**config.mk**
```make
export PLATFORM = sky130hd
export DESIGN_NAME = wakeup_unit
export DESIGN_NICKNAME = d
export VERILOG_FILES = /design/src/wakeup_unit_pkg.sv /design/src/wakeup_unit.sv
export SDC_FILE = /design/constraint.sdc
export NUM_CORES = 1
export LEC_CHECK = 0
export ABC_CLOCK_PERIOD_IN_PS = 1900
export BUFFER_PORTS_ARGS = -buffer_cell sky130_fd_sc_hd__buf_2
export CAP_MARGIN = 20
export CORE_UTILIZATION = 30
export CTS_CLUSTER_SIZE = 28
export DETAILED_ROUTE_END_ITERATION = 10
export SLEW_MARGIN = 20
export SYNTH_ARGS = -nofsm -noshare
export SYNTH_HDL_FRONTEND = slang
export SYNTH_SLANG_ARGS = --single-unit
```
**constraint.sdc**
```tcl
create_clock -name CLK -period 1.9 [get_ports CLK]
set_clock_uncertainty 0.2 [all_clocks]
set_input_delay 0.095 -clock CLK [delete_from_list [all_inputs] [get_ports CLK]]
set_output_delay 0.095 -clock CLK [all_outputs]
set_load 0.01 [all_outputs]
```
**src/wakeup_unit_pkg.sv**
```systemverilog
// constants, types and register map of the multi-input wake-up unit
package wakeup_unit_pkg;

    localparam int CHANNELS = 16;
    localparam int IRQ_LINES = 4;
    localparam int SEL_BITS = 2;
    localparam int REG_BITS = 16;
    localparam int ADDR_BITS = 5;
    localparam int DATA_BITS = 32;

    // byte offsets on the register bus
    localparam logic [4:0] OFS_EDGE_SELECT = 5'h00;
    localparam logic [4:0] OFS_CHANNEL_ENABLE = 5'h04;
    localparam logic [4:0] OFS_REQ_SELECT_LOW = 5'h08;
    localparam logic [4:0] OFS_REQ_SELECT_HIGH = 5'h0c;
    localparam logic [4:0] OFS_PENDING_FLAGS = 5'h10;
    localparam logic [4:0] OFS_PENDING_CLEAR = 5'h14;

    // values after reset
    localparam logic [15:0] RST_EDGE_SELECT = 16'h0000;
    localparam logic [15:0] RST_CHANNEL_ENABLE = 16'h0000;
    localparam logic [15:0] RST_REQ_SELECT = 16'h0000;
    localparam logic [15:0] RST_PENDING = 16'h0000;

    // edge select encoding per channel
    localparam logic EDGE_RISING = 1'b0;
    localparam logic EDGE_FALLING = 1'b1;

    // cycles from request edge to waitrequest low
    localparam int BUS_ANSWER_CYCLES = 1;

    typedef enum logic [0:0] {
        BUS_IDLE = 1'b0,
        BUS_ANSWER = 1'b1
    } bus_state_e;

    typedef struct packed {
        logic [15:0] edge_select;
        logic [15:0] channel_enable;
        logic [15:0] request_select_low;
        logic [15:0] request_select_high;
    } config_s;

    typedef struct packed {
        logic [15:0] wake_input;
        logic [15:0] level;
    } input_sync_s;

endpackage

```
**src/wakeup_unit.sv**
```systemverilog
// sixteen channel edge triggered wake-up and interrupt request unit
// How it works
// - sixteen input channels, pins or peripheral signals, each watched for a trigger
// - a wake-up request output tells the power manager to resume active mode
// - an enabled pending trigger raises an interrupt request toward the controller
// - four request outputs; each channel routes to exactly one of them
// - wake-up only restarts clocks; code runs through the interrupt request
// - edge select bit 0 means rising edge, 1 means falling edge
// - edge select clears on reset, so every channel triggers on rising edges
// - every detected trigger sets its pending bit, enabled or not
// - a pending channel drives wake-up and interrupt only while enabled
// - channel enable bit 1 enables, 0 disables; resets to all disabled
// - reading pending flags returns latched trigger state of every channel
// - edge detection and pending capture run at all times, halt included
// - trigger detection and pending set are synchronous to the system clock, after the input synchronisers
// - request select low holds 2-bit fields for channels 0 to 7; resets zero
// - request select high holds 2-bit fields for channels 8 to 15; resets zero
// - field value 00 to 11 picks request line 0 to 3
// - pending bit 1 means trigger pending, 0 none; reset clears all
// - writing 1 to pending flags sets the bit; 0 leaves it alone
// - write-only pending clear register clears bits written 1; reads return zero
//
// Added by the designer: the Avalon-MM slave port and the register addresses.
`timescale 1ns/1ps
module wakeup_unit #(
    parameter int CHANNELS = wakeup_unit_pkg::CHANNELS
)(
    // clock and reset
    input wire logic CLK,
    input wire logic RESET_N,
    // avalon-mm slave
    input wire logic [wakeup_unit_pkg::ADDR_BITS-1:0] AVS_ADDRESS,
    input wire logic AVS_READ,
    input wire logic AVS_WRITE,
    input wire logic [wakeup_unit_pkg::DATA_BITS-1:0] AVS_WRITEDATA,
    input wire logic [3:0] AVS_BYTEENABLE,
    output logic [wakeup_unit_pkg::DATA_BITS-1:0] AVS_READDATA,
    output logic AVS_WAITREQUEST,
    // wake inputs, pins or peripheral signals
    input wire logic [CHANNELS-1:0] WAKE_INPUT,
    // toward power manager and interrupt controller
    output logic WAKE_REQUEST,
    output logic [wakeup_unit_pkg::IRQ_LINES-1:0] WAKEUP_IRQ
);

    // request lines from pending, enable and per-channel select fields
    function automatic logic [3:0] route_requests(
        input logic [15:0] pend,
        input logic [15:0] ena,
        input logic [31:0] sel
    );
        logic [3:0] res;
        res = 4'h0;
        for (int ch = 0; ch < 16; ch++)
        begin
            if (pend[ch] && ena[ch])
            begin
                res[sel[2*ch +: 2]] = 1'b1;
            end
        end
        return res;
    endfunction

    // byte-enabled merge of a 16-bit register write
    function automatic logic [15:0] merge_bytes(
        input logic [15:0] old,
        input logic [31:0] wdata,
        input logic [3:0] be
    );
        logic [15:0] res;
        res = old;
        if (be[0])
        begin
            res[7:0] = wdata[7:0];
        end
        if (be[1])
        begin
            res[15:8] = wdata[15:8];
        end
        return res;
    endfunction

    // ------------------------------------------------------------------
    // input synchronisers and edge detection
    logic [15:0] sync1_ff;
    logic [15:0] sync2_ff;
    logic [15:0] sync3_ff;
    logic [15:0] level_ff;
    logic [15:0] nxt_level;
    logic [15:0] trigger;
    logic [15:0] wake_in;
    wakeup_unit_pkg::config_s cfg_ff;
    wakeup_unit_pkg::config_s nxt_cfg;
    assign wake_in = 16'(WAKE_INPUT);

    always_ff @(posedge CLK or negedge RESET_N)
    begin
        if (!RESET_N)
        begin
            sync1_ff <= 16'h0000;
            sync2_ff <= 16'h0000;
            sync3_ff <= 16'h0000;
            level_ff <= 16'h0000;
        end
        else
        begin
            sync1_ff <= wake_in;
            sync2_ff <= sync1_ff;
            sync3_ff <= sync2_ff;
            level_ff <= nxt_level;
        end
    end

    // only a level that two stages agree on counts as a change
    // edge polarity per channel
    // detection never gated by enables or bus state
    always_comb
    begin
        nxt_level = level_ff;
        trigger = 16'h0000;
        for (int ch = 0; ch < 16; ch++)
        begin
            if (sync2_ff[ch] == sync3_ff[ch])
            begin
                nxt_level[ch] = sync3_ff[ch];
            end
            if (cfg_ff.edge_select[ch] == wakeup_unit_pkg::EDGE_RISING)
            begin
                trigger[ch] = nxt_level[ch] & ~level_ff[ch];
            end
            else
            begin
                trigger[ch] = ~nxt_level[ch] & level_ff[ch];
            end
        end
    end

    // ------------------------------------------------------------------
    // avalon-mm slave: one wait cycle, then a one-cycle answer
    wakeup_unit_pkg::bus_state_e bus_state_ff;
    wakeup_unit_pkg::bus_state_e nxt_bus_state;
    logic [31:0] rdata_ff;
    logic [31:0] nxt_rdata;
    logic wait_ff;
    logic nxt_wait;
    logic [15:0] pending_ff;
    logic [15:0] nxt_pending;
    logic bus_req;
    logic bus_commit;
    logic wr_pending;
    logic wr_clear;
    logic [15:0] set_mask;
    logic [15:0] clr_mask;

    assign bus_req = AVS_READ || AVS_WRITE;
    assign bus_commit = (bus_state_ff == wakeup_unit_pkg::BUS_ANSWER) && bus_req;

    always_comb
    begin
        nxt_bus_state = bus_state_ff;
        nxt_wait = 1'b1;
        nxt_rdata = rdata_ff;
        case (bus_state_ff)
            wakeup_unit_pkg::BUS_IDLE:
            begin
                if (bus_req)
                begin
                    nxt_bus_state = wakeup_unit_pkg::BUS_ANSWER;
                    nxt_wait = 1'b0;
                    nxt_rdata = 32'h0000_0000;
                    if (AVS_READ)
                    begin
                        case (AVS_ADDRESS)
                            wakeup_unit_pkg::OFS_EDGE_SELECT:
                                nxt_rdata = {16'h0000, cfg_ff.edge_select};
                            wakeup_unit_pkg::OFS_CHANNEL_ENABLE:
                                nxt_rdata = {16'h0000, cfg_ff.channel_enable};
                            wakeup_unit_pkg::OFS_REQ_SELECT_LOW:
                                nxt_rdata = {16'h0000, cfg_ff.request_select_low};
                            wakeup_unit_pkg::OFS_REQ_SELECT_HIGH:
                                nxt_rdata = {16'h0000, cfg_ff.request_select_high};
                            wakeup_unit_pkg::OFS_PENDING_FLAGS:
                                nxt_rdata = {16'h0000, pending_ff};
                            default:
                                nxt_rdata = 32'h0000_0000;
                        endcase
                    end
                end
            end
            wakeup_unit_pkg::BUS_ANSWER:
            begin
                nxt_bus_state = wakeup_unit_pkg::BUS_IDLE;
            end
            default:
            begin
                nxt_bus_state = wakeup_unit_pkg::BUS_IDLE;
            end
        endcase
    end

    always_ff @(posedge CLK or negedge RESET_N)
    begin
        if (!RESET_N)
        begin
            bus_state_ff <= wakeup_unit_pkg::BUS_IDLE;
            wait_ff <= 1'b1;
            rdata_ff <= 32'h0000_0000;
        end
        else
        begin
            bus_state_ff <= nxt_bus_state;
            wait_ff <= nxt_wait;
            rdata_ff <= nxt_rdata;
        end
    end

    // ------------------------------------------------------------------
    // configuration registers, written at the answer edge only
    always_comb
    begin
        nxt_cfg = cfg_ff;
        if (bus_commit && AVS_WRITE)
        begin
            case (AVS_ADDRESS)
                wakeup_unit_pkg::OFS_EDGE_SELECT:
                    nxt_cfg.edge_select = merge_bytes(cfg_ff.edge_select,
                        AVS_WRITEDATA, AVS_BYTEENABLE);
                wakeup_unit_pkg::OFS_CHANNEL_ENABLE:
                    nxt_cfg.channel_enable = merge_bytes(cfg_ff.channel_enable,
                        AVS_WRITEDATA, AVS_BYTEENABLE);
                wakeup_unit_pkg::OFS_REQ_SELECT_LOW:
                    nxt_cfg.request_select_low = merge_bytes(cfg_ff.request_select_low,
                        AVS_WRITEDATA, AVS_BYTEENABLE);
                wakeup_unit_pkg::OFS_REQ_SELECT_HIGH:
                    nxt_cfg.request_select_high = merge_bytes(cfg_ff.request_select_high,
                        AVS_WRITEDATA, AVS_BYTEENABLE);
                default:
                    nxt_cfg = cfg_ff;
            endcase
        end
    end

    // low select resets to line 0
    // high select resets to line 0
    always_ff @(posedge CLK or negedge RESET_N)
    begin
        if (!RESET_N)
        begin
            cfg_ff.edge_select <= wakeup_unit_pkg::RST_EDGE_SELECT;
            cfg_ff.channel_enable <= wakeup_unit_pkg::RST_CHANNEL_ENABLE;
            cfg_ff.request_select_low <= wakeup_unit_pkg::RST_REQ_SELECT;
            cfg_ff.request_select_high <= wakeup_unit_pkg::RST_REQ_SELECT;
        end
        else
        begin
            cfg_ff <= nxt_cfg;
        end
    end

    // ------------------------------------------------------------------
    // pending flags: hardware set and software set win over clear
    assign wr_pending = bus_commit && AVS_WRITE
        && (AVS_ADDRESS == wakeup_unit_pkg::OFS_PENDING_FLAGS);
    assign wr_clear = bus_commit && AVS_WRITE
        && (AVS_ADDRESS == wakeup_unit_pkg::OFS_PENDING_CLEAR);

    always_comb
    begin
        set_mask = 16'h0000;
        clr_mask = 16'h0000;
        // write of one sets, zero ignored
        if (wr_pending)
        begin
            set_mask = merge_bytes(16'h0000, AVS_WRITEDATA, AVS_BYTEENABLE);
        end
        if (wr_clear)
        begin
            clr_mask = merge_bytes(16'h0000, AVS_WRITEDATA, AVS_BYTEENABLE);
        end
        nxt_pending = (pending_ff & ~clr_mask) | set_mask | trigger;
    end

    // set path fed from the synchronised edge, not from bus timing
    always_ff @(posedge CLK or negedge RESET_N)
    begin
        if (!RESET_N)
        begin
            pending_ff <= wakeup_unit_pkg::RST_PENDING;
        end
        else
        begin
            pending_ff <= nxt_pending;
        end
    end

    // ------------------------------------------------------------------
    // request outputs; wake-up only asks for clocks, the irq starts code
    logic wake_ff;
    logic nxt_wake;
    logic [3:0] irq_ff;
    logic [3:0] nxt_irq;
    logic [31:0] sel_all;

    assign sel_all = {cfg_ff.request_select_high, cfg_ff.request_select_low};

    always_comb
    begin
        nxt_wake = |(pending_ff & cfg_ff.channel_enable);
        nxt_irq = route_requests(pending_ff, cfg_ff.channel_enable, sel_all);
    end

    always_ff @(posedge CLK or negedge RESET_N)
    begin
        if (!RESET_N)
        begin
            wake_ff <= 1'b0;
            irq_ff <= 4'h0;
        end
        else
        begin
            wake_ff <= nxt_wake;
            irq_ff <= nxt_irq;
        end
    end

    assign AVS_READDATA = rdata_ff;
    assign AVS_WAITREQUEST = wait_ff;
    assign WAKE_REQUEST = wake_ff;
    assign WAKEUP_IRQ = irq_ff;
endmodule

```
## Yosys cells after proc, flatten, opt, wreduce, memory -nomap -nowiden

Cells that the tools add are included.

| operators by class | value |
|---|---|
| $mul | 0 |
| add/subtract/negate cells | 0 |
| reduce and logical (&&, ||, !) cells | 48 |
| order comparisons | 32 |
| shift-type cells | 0 |
| eq/ne operators | 21 |
| div/mod/pow operators | 0 |
| multiplexer cells | 90 |
| bitwise operators | 85 |

Operators by type and width:

| cell | count |
|---|---|
| 16-bit case mux with 5 select lines | 1 |
| 4-bit 2-to-1 mux | 16 |
| 4-bit OR | 15 |
| 1-bit 2-to-1 mux | 51 |
| 2-bit by 3-bit less-than comparator with 1-bit output, second input constant | 16 |
| 16-bit 2-to-1 mux | 3 |
| 1-bit logical AND | 36 |
| 1-bit NOT | 33 |
| 1-bit bitwise AND | 32 |
| 16-bit bitwise AND | 2 |
| 1-bit demux with 2-bit select | 16 |
| 2-bit by 1-bit greater-or-equal comparator with 1-bit output, second input constant | 16 |
| 16-bit OR | 2 |
| 3-bit AND reduction | 8 |
| 1-bit == test | 16 |
| 8-bit 2-to-1 mux | 2 |
| 16-bit NOT | 1 |
| 16-bit OR reduction | 1 |
| 5-bit by 4-bit == test with 1-bit output, second input constant | 2 |
| 5-bit == test, second input constant | 2 |
| 5-bit by 3-bit == test with 1-bit output, second input constant | 1 |
| 5-bit logical NOT | 1 |
| 1-bit case mux with 2 select lines | 1 |
| 2-bit AND reduction | 1 |
| 1-bit logical OR | 1 |

| word-level totals | value |
|---|---|
| bits in writable memories | 0 |
| latch bits | 0 |
| memories | 0 |
| ROM bits | 0 |
| register bits after elaboration | 183 |

## Depth between registers and ports, before layout

| logic depth | value |
|---|---|
| word-level depth | 35 |
| depth in mapped cells | 7 |
| gate-level depth less buffers | 4 |

## Worst setup path before layout

OpenSTA, ideal clock, no wires.

| path | value |
|---|---|
| path kind | register to register |
| from | register bus_state_ff |
| to | register cfg_ff[10] in the netlist's numbering |
| path buffers | 1 |
| library setup time | 125 ps |
| slack | 182 ps |
| cell stages (with the launch flop) | 5 |
| data required time | 1575 ps |
| arrival | 1393 ps |
| cells stage by stage | dfrtp_1 > nand3_1 > or2_1 > buf_4 > mux2_4 |

| on the way | value |
|---|---|
| longest elaborated chain between the ends | 3 |

RTL lines:

| what | line | text |
|---|---|---|
| start: declaration | wakeup_unit.sv:140 | `wakeup_unit_pkg::bus_state_e bus_state_ff;` |
| start signal: assignment | wakeup_unit.sv:205 | `bus_state_ff <= wakeup_unit_pkg::BUS_IDLE;` |
| start signal: assignment | wakeup_unit.sv:211 | `bus_state_ff <= nxt_bus_state;` |
| 1-bit logical AND | wakeup_unit.sv:156 | `assign bus_commit = (bus_state_ff == wakeup_unit_pkg::BUS_ANSWER) && bus_req;` |
| 1-bit logical AND | wakeup_unit.sv:222 | `if (bus_commit && AVS_WRITE)` |
| 3-bit AND reduction (no line) | -- |  |
| end signal: assignment | wakeup_unit.sv:256 | `cfg_ff <= nxt_cfg;` |
| end: declaration | wakeup_unit.sv:92 | `wakeup_unit_pkg::config_s cfg_ff;` |

No other way between the ends.
A chain may end at the register's enable or synchronous reset.

## Worst setup path after layout

| path | value |
|---|---|
| from | register bus_state_ff |
| to | register pending_ff[7] |

| on the way | value |
|---|---|
| longest elaborated chain between the ends | 8 |
| elaborated cells on any way between the ends | 10 |
| those cells by class | mux: 2; bitwise: 4; reduce/logical: 4 |

RTL lines:

| what | line | text |
|---|---|---|
| 1-bit logical AND (*) | wakeup_unit.sv:156 |  |
| 1-bit logical AND (*) | wakeup_unit.sv:262, wakeup_unit.sv:264 |  |
| 1-bit logical AND | wakeup_unit.sv:265 | `&& (AVS_ADDRESS == wakeup_unit_pkg::OFS_PENDING_CLEAR);` |
| 16-bit 2-to-1 mux | wakeup_unit.sv:276 | `if (wr_clear)` |
| 16-bit NOT | wakeup_unit.sv:280 | `nxt_pending = (pending_ff & ~clr_mask) \| set_mask \| trigger;` |
| 16-bit bitwise AND | wakeup_unit.sv:280 |  |
| 16-bit OR (*) (2 in series) | wakeup_unit.sv:280 |  |
| via nxt_pending[7] | wakeup_unit.sv:147 | `logic [15:0] nxt_pending;` |
| end signal: assignment | wakeup_unit.sv:288 | `pending_ff <= wakeup_unit_pkg::RST_PENDING;` |
| end signal: assignment | wakeup_unit.sv:292 | `pending_ff <= nxt_pending;` |
| end: declaration | wakeup_unit.sv:146 | `logic [15:0] pending_ff;` |

Mark *: on every way through the listed nets, which the timed path passes. The rest lies on a longest branch.

==> metrics <==
prevailing post-synth register cell=dfrtp_1; H-tree lvl count=4; overflow left after global routing=0; highest achievable clock rate=0.550 GHz; first-pass iteration count of the detailed router=5; sequential share of the synthesized area=56.9%; slack of the worst reg-to-reg path=80 ps; clock buffer count from CTS=17; share of async-settable or async-resettable flops after synthesis=100%; number of design rule violations left after detail routing=0; number of global-route vias before repair=5399; mean routed wirelength per cell=19.6 um; Total Neg Setup Slack=0 ps; leakage power total=4.20 nW; synthesis warning total=0; Post-Route WL=21200 um; number of clock sinks=167; startpoint of the lowest-slack register-to-register path=bus_state_ff; post-layout total power=8.66 mW; Least-Margin Pin Slew=795 ps; share of the clock period used by the worst path=95.6%; Startpoint Class=flop; number of flops mapped to enable cells by yosys=0; Root Buffer Master=clkbuf_16; routed wl met3=1220 um; area leader, netlist=dfrtp_1; Site Rows=56; result of the run=finished, final reports clean; path type of the worst min-delay path=in -> async; largest net degree at the start of global routing=58; met2 routed wirelength=10000 um; via count normalized by instance count=5.18; number of vias after detailed routing=5585; Worst Path Max Fanout=8; arrival time of data at the critical path endpoint=1990 ps; worst rel slew slack=46.8%; combined area of the multi-input logic cells=3020 um2; FF/Latch Area=4180 um2; overall track demand over capacity in global routing=17.9%; cell count after synthesis=591; max_cap viols=0; Nets=808; logic depth of the worst register-to-register path=4; count of port buffers added during placement=64; pins over their slew limit=0; DIE AREA=25100 um2; most common library cells after synthesis=dfrtp_1 (166), mux2_2 (63), nand2_1 (58); global placer's final weighted congestion=0.913; most common cell in the synthesized netlist=dfrtp_1; number of buffers on the longest clock path=2; final number of setup-violating endpoints=0; number of primary I/O pins=99; Critical Path RT=2070 ps; critical path endpoint category=flop; Met1 Wirelength=9410 um; portion of synthesized cell area occupied by the leading cell type=56.5%; final hold violations=0; VDD IR-drop max=0.000455 V; instance area at placement=8500 um2; category of the most critical setup path=reg -> reg; HPWL after DPL=14800 um; Area Growth Syn to Fin=30.1%; DRT iter0 DRCs=445; initial antenna violation count=0; Pwr per Cell Area=906 nW/um2; synthesized cell area=7350 um2; Clk Latency, worst-skew pair=440 ps; register bit count reported by yosys=167; clock-pin slew on the worst setup and hold paths=70 ps; width of the chip=159 um; Cell variety after synth=52; clock period minus final worst setup slack=1820 ps; Routed Antenna Nets=0; top post-synthesis cells by area=dfrtp_1 (57%), mux2_2 (9.7%), mux2_4 (3.3%), nand2_1 (3.0%), a221o_1 (2.6%); reg-to-reg endpoint=pending_ff[7]; Fill cells=2269; placeable core area=23800 um2; count of inserted antenna diode cells=0; final standard cell area without fillers=9570 um2; chip height=159 um; global-route wire length before repair=32400 um; clock tree from TritonCTS=yes; layout cells sized above 1=31.6%; average cell area after synthesis=12.4 um2; highest signal layer in the routed design=met4; initial standard-cell utilization of the core=30.9%
[worst max path at each step]
| stage | startpoint | to | slack [ps] | cells after the start |
|---|---|---|---|---|
| after detailed placement | AVS_ADDRESS[2] | pending_ff[14] | -30 | 5 |
| after global routing | AVS_ADDRESS[4] | cfg_ff[47] | -3 | 7 |
| after CTS | AVS_ADDRESS[4] | cfg_ff[42] | 5 | 7 |
| final | bus_state_ff | pending_ff[7] | 80 | 4 |
| after floorplan | bus_state_ff | cfg_ff[10] | 180 | 4 |
| after global placement | AVS_ADDRESS[2] | pending_ff[10] | -20 | 5 |
[logic make-up after synthesis]
logic type      Yosys count  share of synthesized area (%)
flops                   167                           56.9
simple gates            185                           13.5
other cells               1                         0.0510
mux                      80                           13.1
fa+ha+maj                16                           2.18
buf+inv                  39                           3.12
compound gates          103                           11.2
[cell type report]
| cell class | instances | area share [%] |
|---|---|---|
| repair buffers | 152 | 13.7 |
| well taps | 319 | 4.17 |
| clock buffers | 18 | 4.59 |
| multi-input cells | 400 | 31.6 |
| flip-flops and latches | 167 | 43.7 |
| inverters | 9 | 0.353 |
| clock inverters | 13 | 1.90 |
[worst max-delay path: stages (launching register included)]
cell     delay, ps
dfrtp_1        390
nand3_1         90
buf_4          180
nor2_1         610
a221o_1        280
[metrics by stage]
stage | setup slack [ps] | hold WS, ps | std cells | utilization [%]
2_1_floorplan | 182 | -401 | 606 | -
3_3_place_gp | -16.5 | -192 | 1006 | 35.8
3_5_place_dp | -32.2 | -186 | 1006 | 35.8
4_1_cts | 4.90 | 1.84 | 1077 | 40.1
5_1_grt | -2.80 | 46.1 | 1078 | 40.3
6_report | 82.8 | 0.978 | 1078 | 40.3
[state kept, by name, summed over array words and instances, names as in the netlist]
register	count
AVS_WAITREQUEST	1
WAKEUP_IRQ	4
level_ff	16
sync3_ff	16
sync1_ff	16
pending_ff	16
cfg_ff	64
WAKE_REQUEST	1
sync2_ff	16
AVS_READDATA	16
bus_state_ff	1
[power by group]
part	leakage [nW]	internal [mW]	switching (mW)
registers	2.07	3.80	0.243
clock network	0.302	2.14	1.55
logic	1.83	0.455	0.471
[layer usage]
metal | GRT usage (%) | vias up
met5 | 0 | -
met4 | 7.55 | 0
met3 | 3.76 | 32
met2 | 27.8 | 178
met1 | 24.0 | 2824
li1 | - | 2551
[cell usage in the layout (no fill, tap or decap), drive strengths merged, types with 17 or more instances in the layout]
cell,netlist,routed
nor3,22,22
a221o,19,19
o31ai,17,17
o21ai,17,17
nand3,35,35
clkbuf,4,18
dfrtp,166,166
mux2,79,79
buf,26,113
dlygate4sd3,0,38
nand2,58,58
nor2,27,27
[repair_timing]
action / in CTS / in global routing
setup buffers: 0 / 1
resized for setup: 0 / 7
endpoints found under the hold margin: 265 / 0
setup endpoints to repair: 0 / 41
hold buffers: 40 / 0
Note: power is estimated with default switching activity, not from simulation.
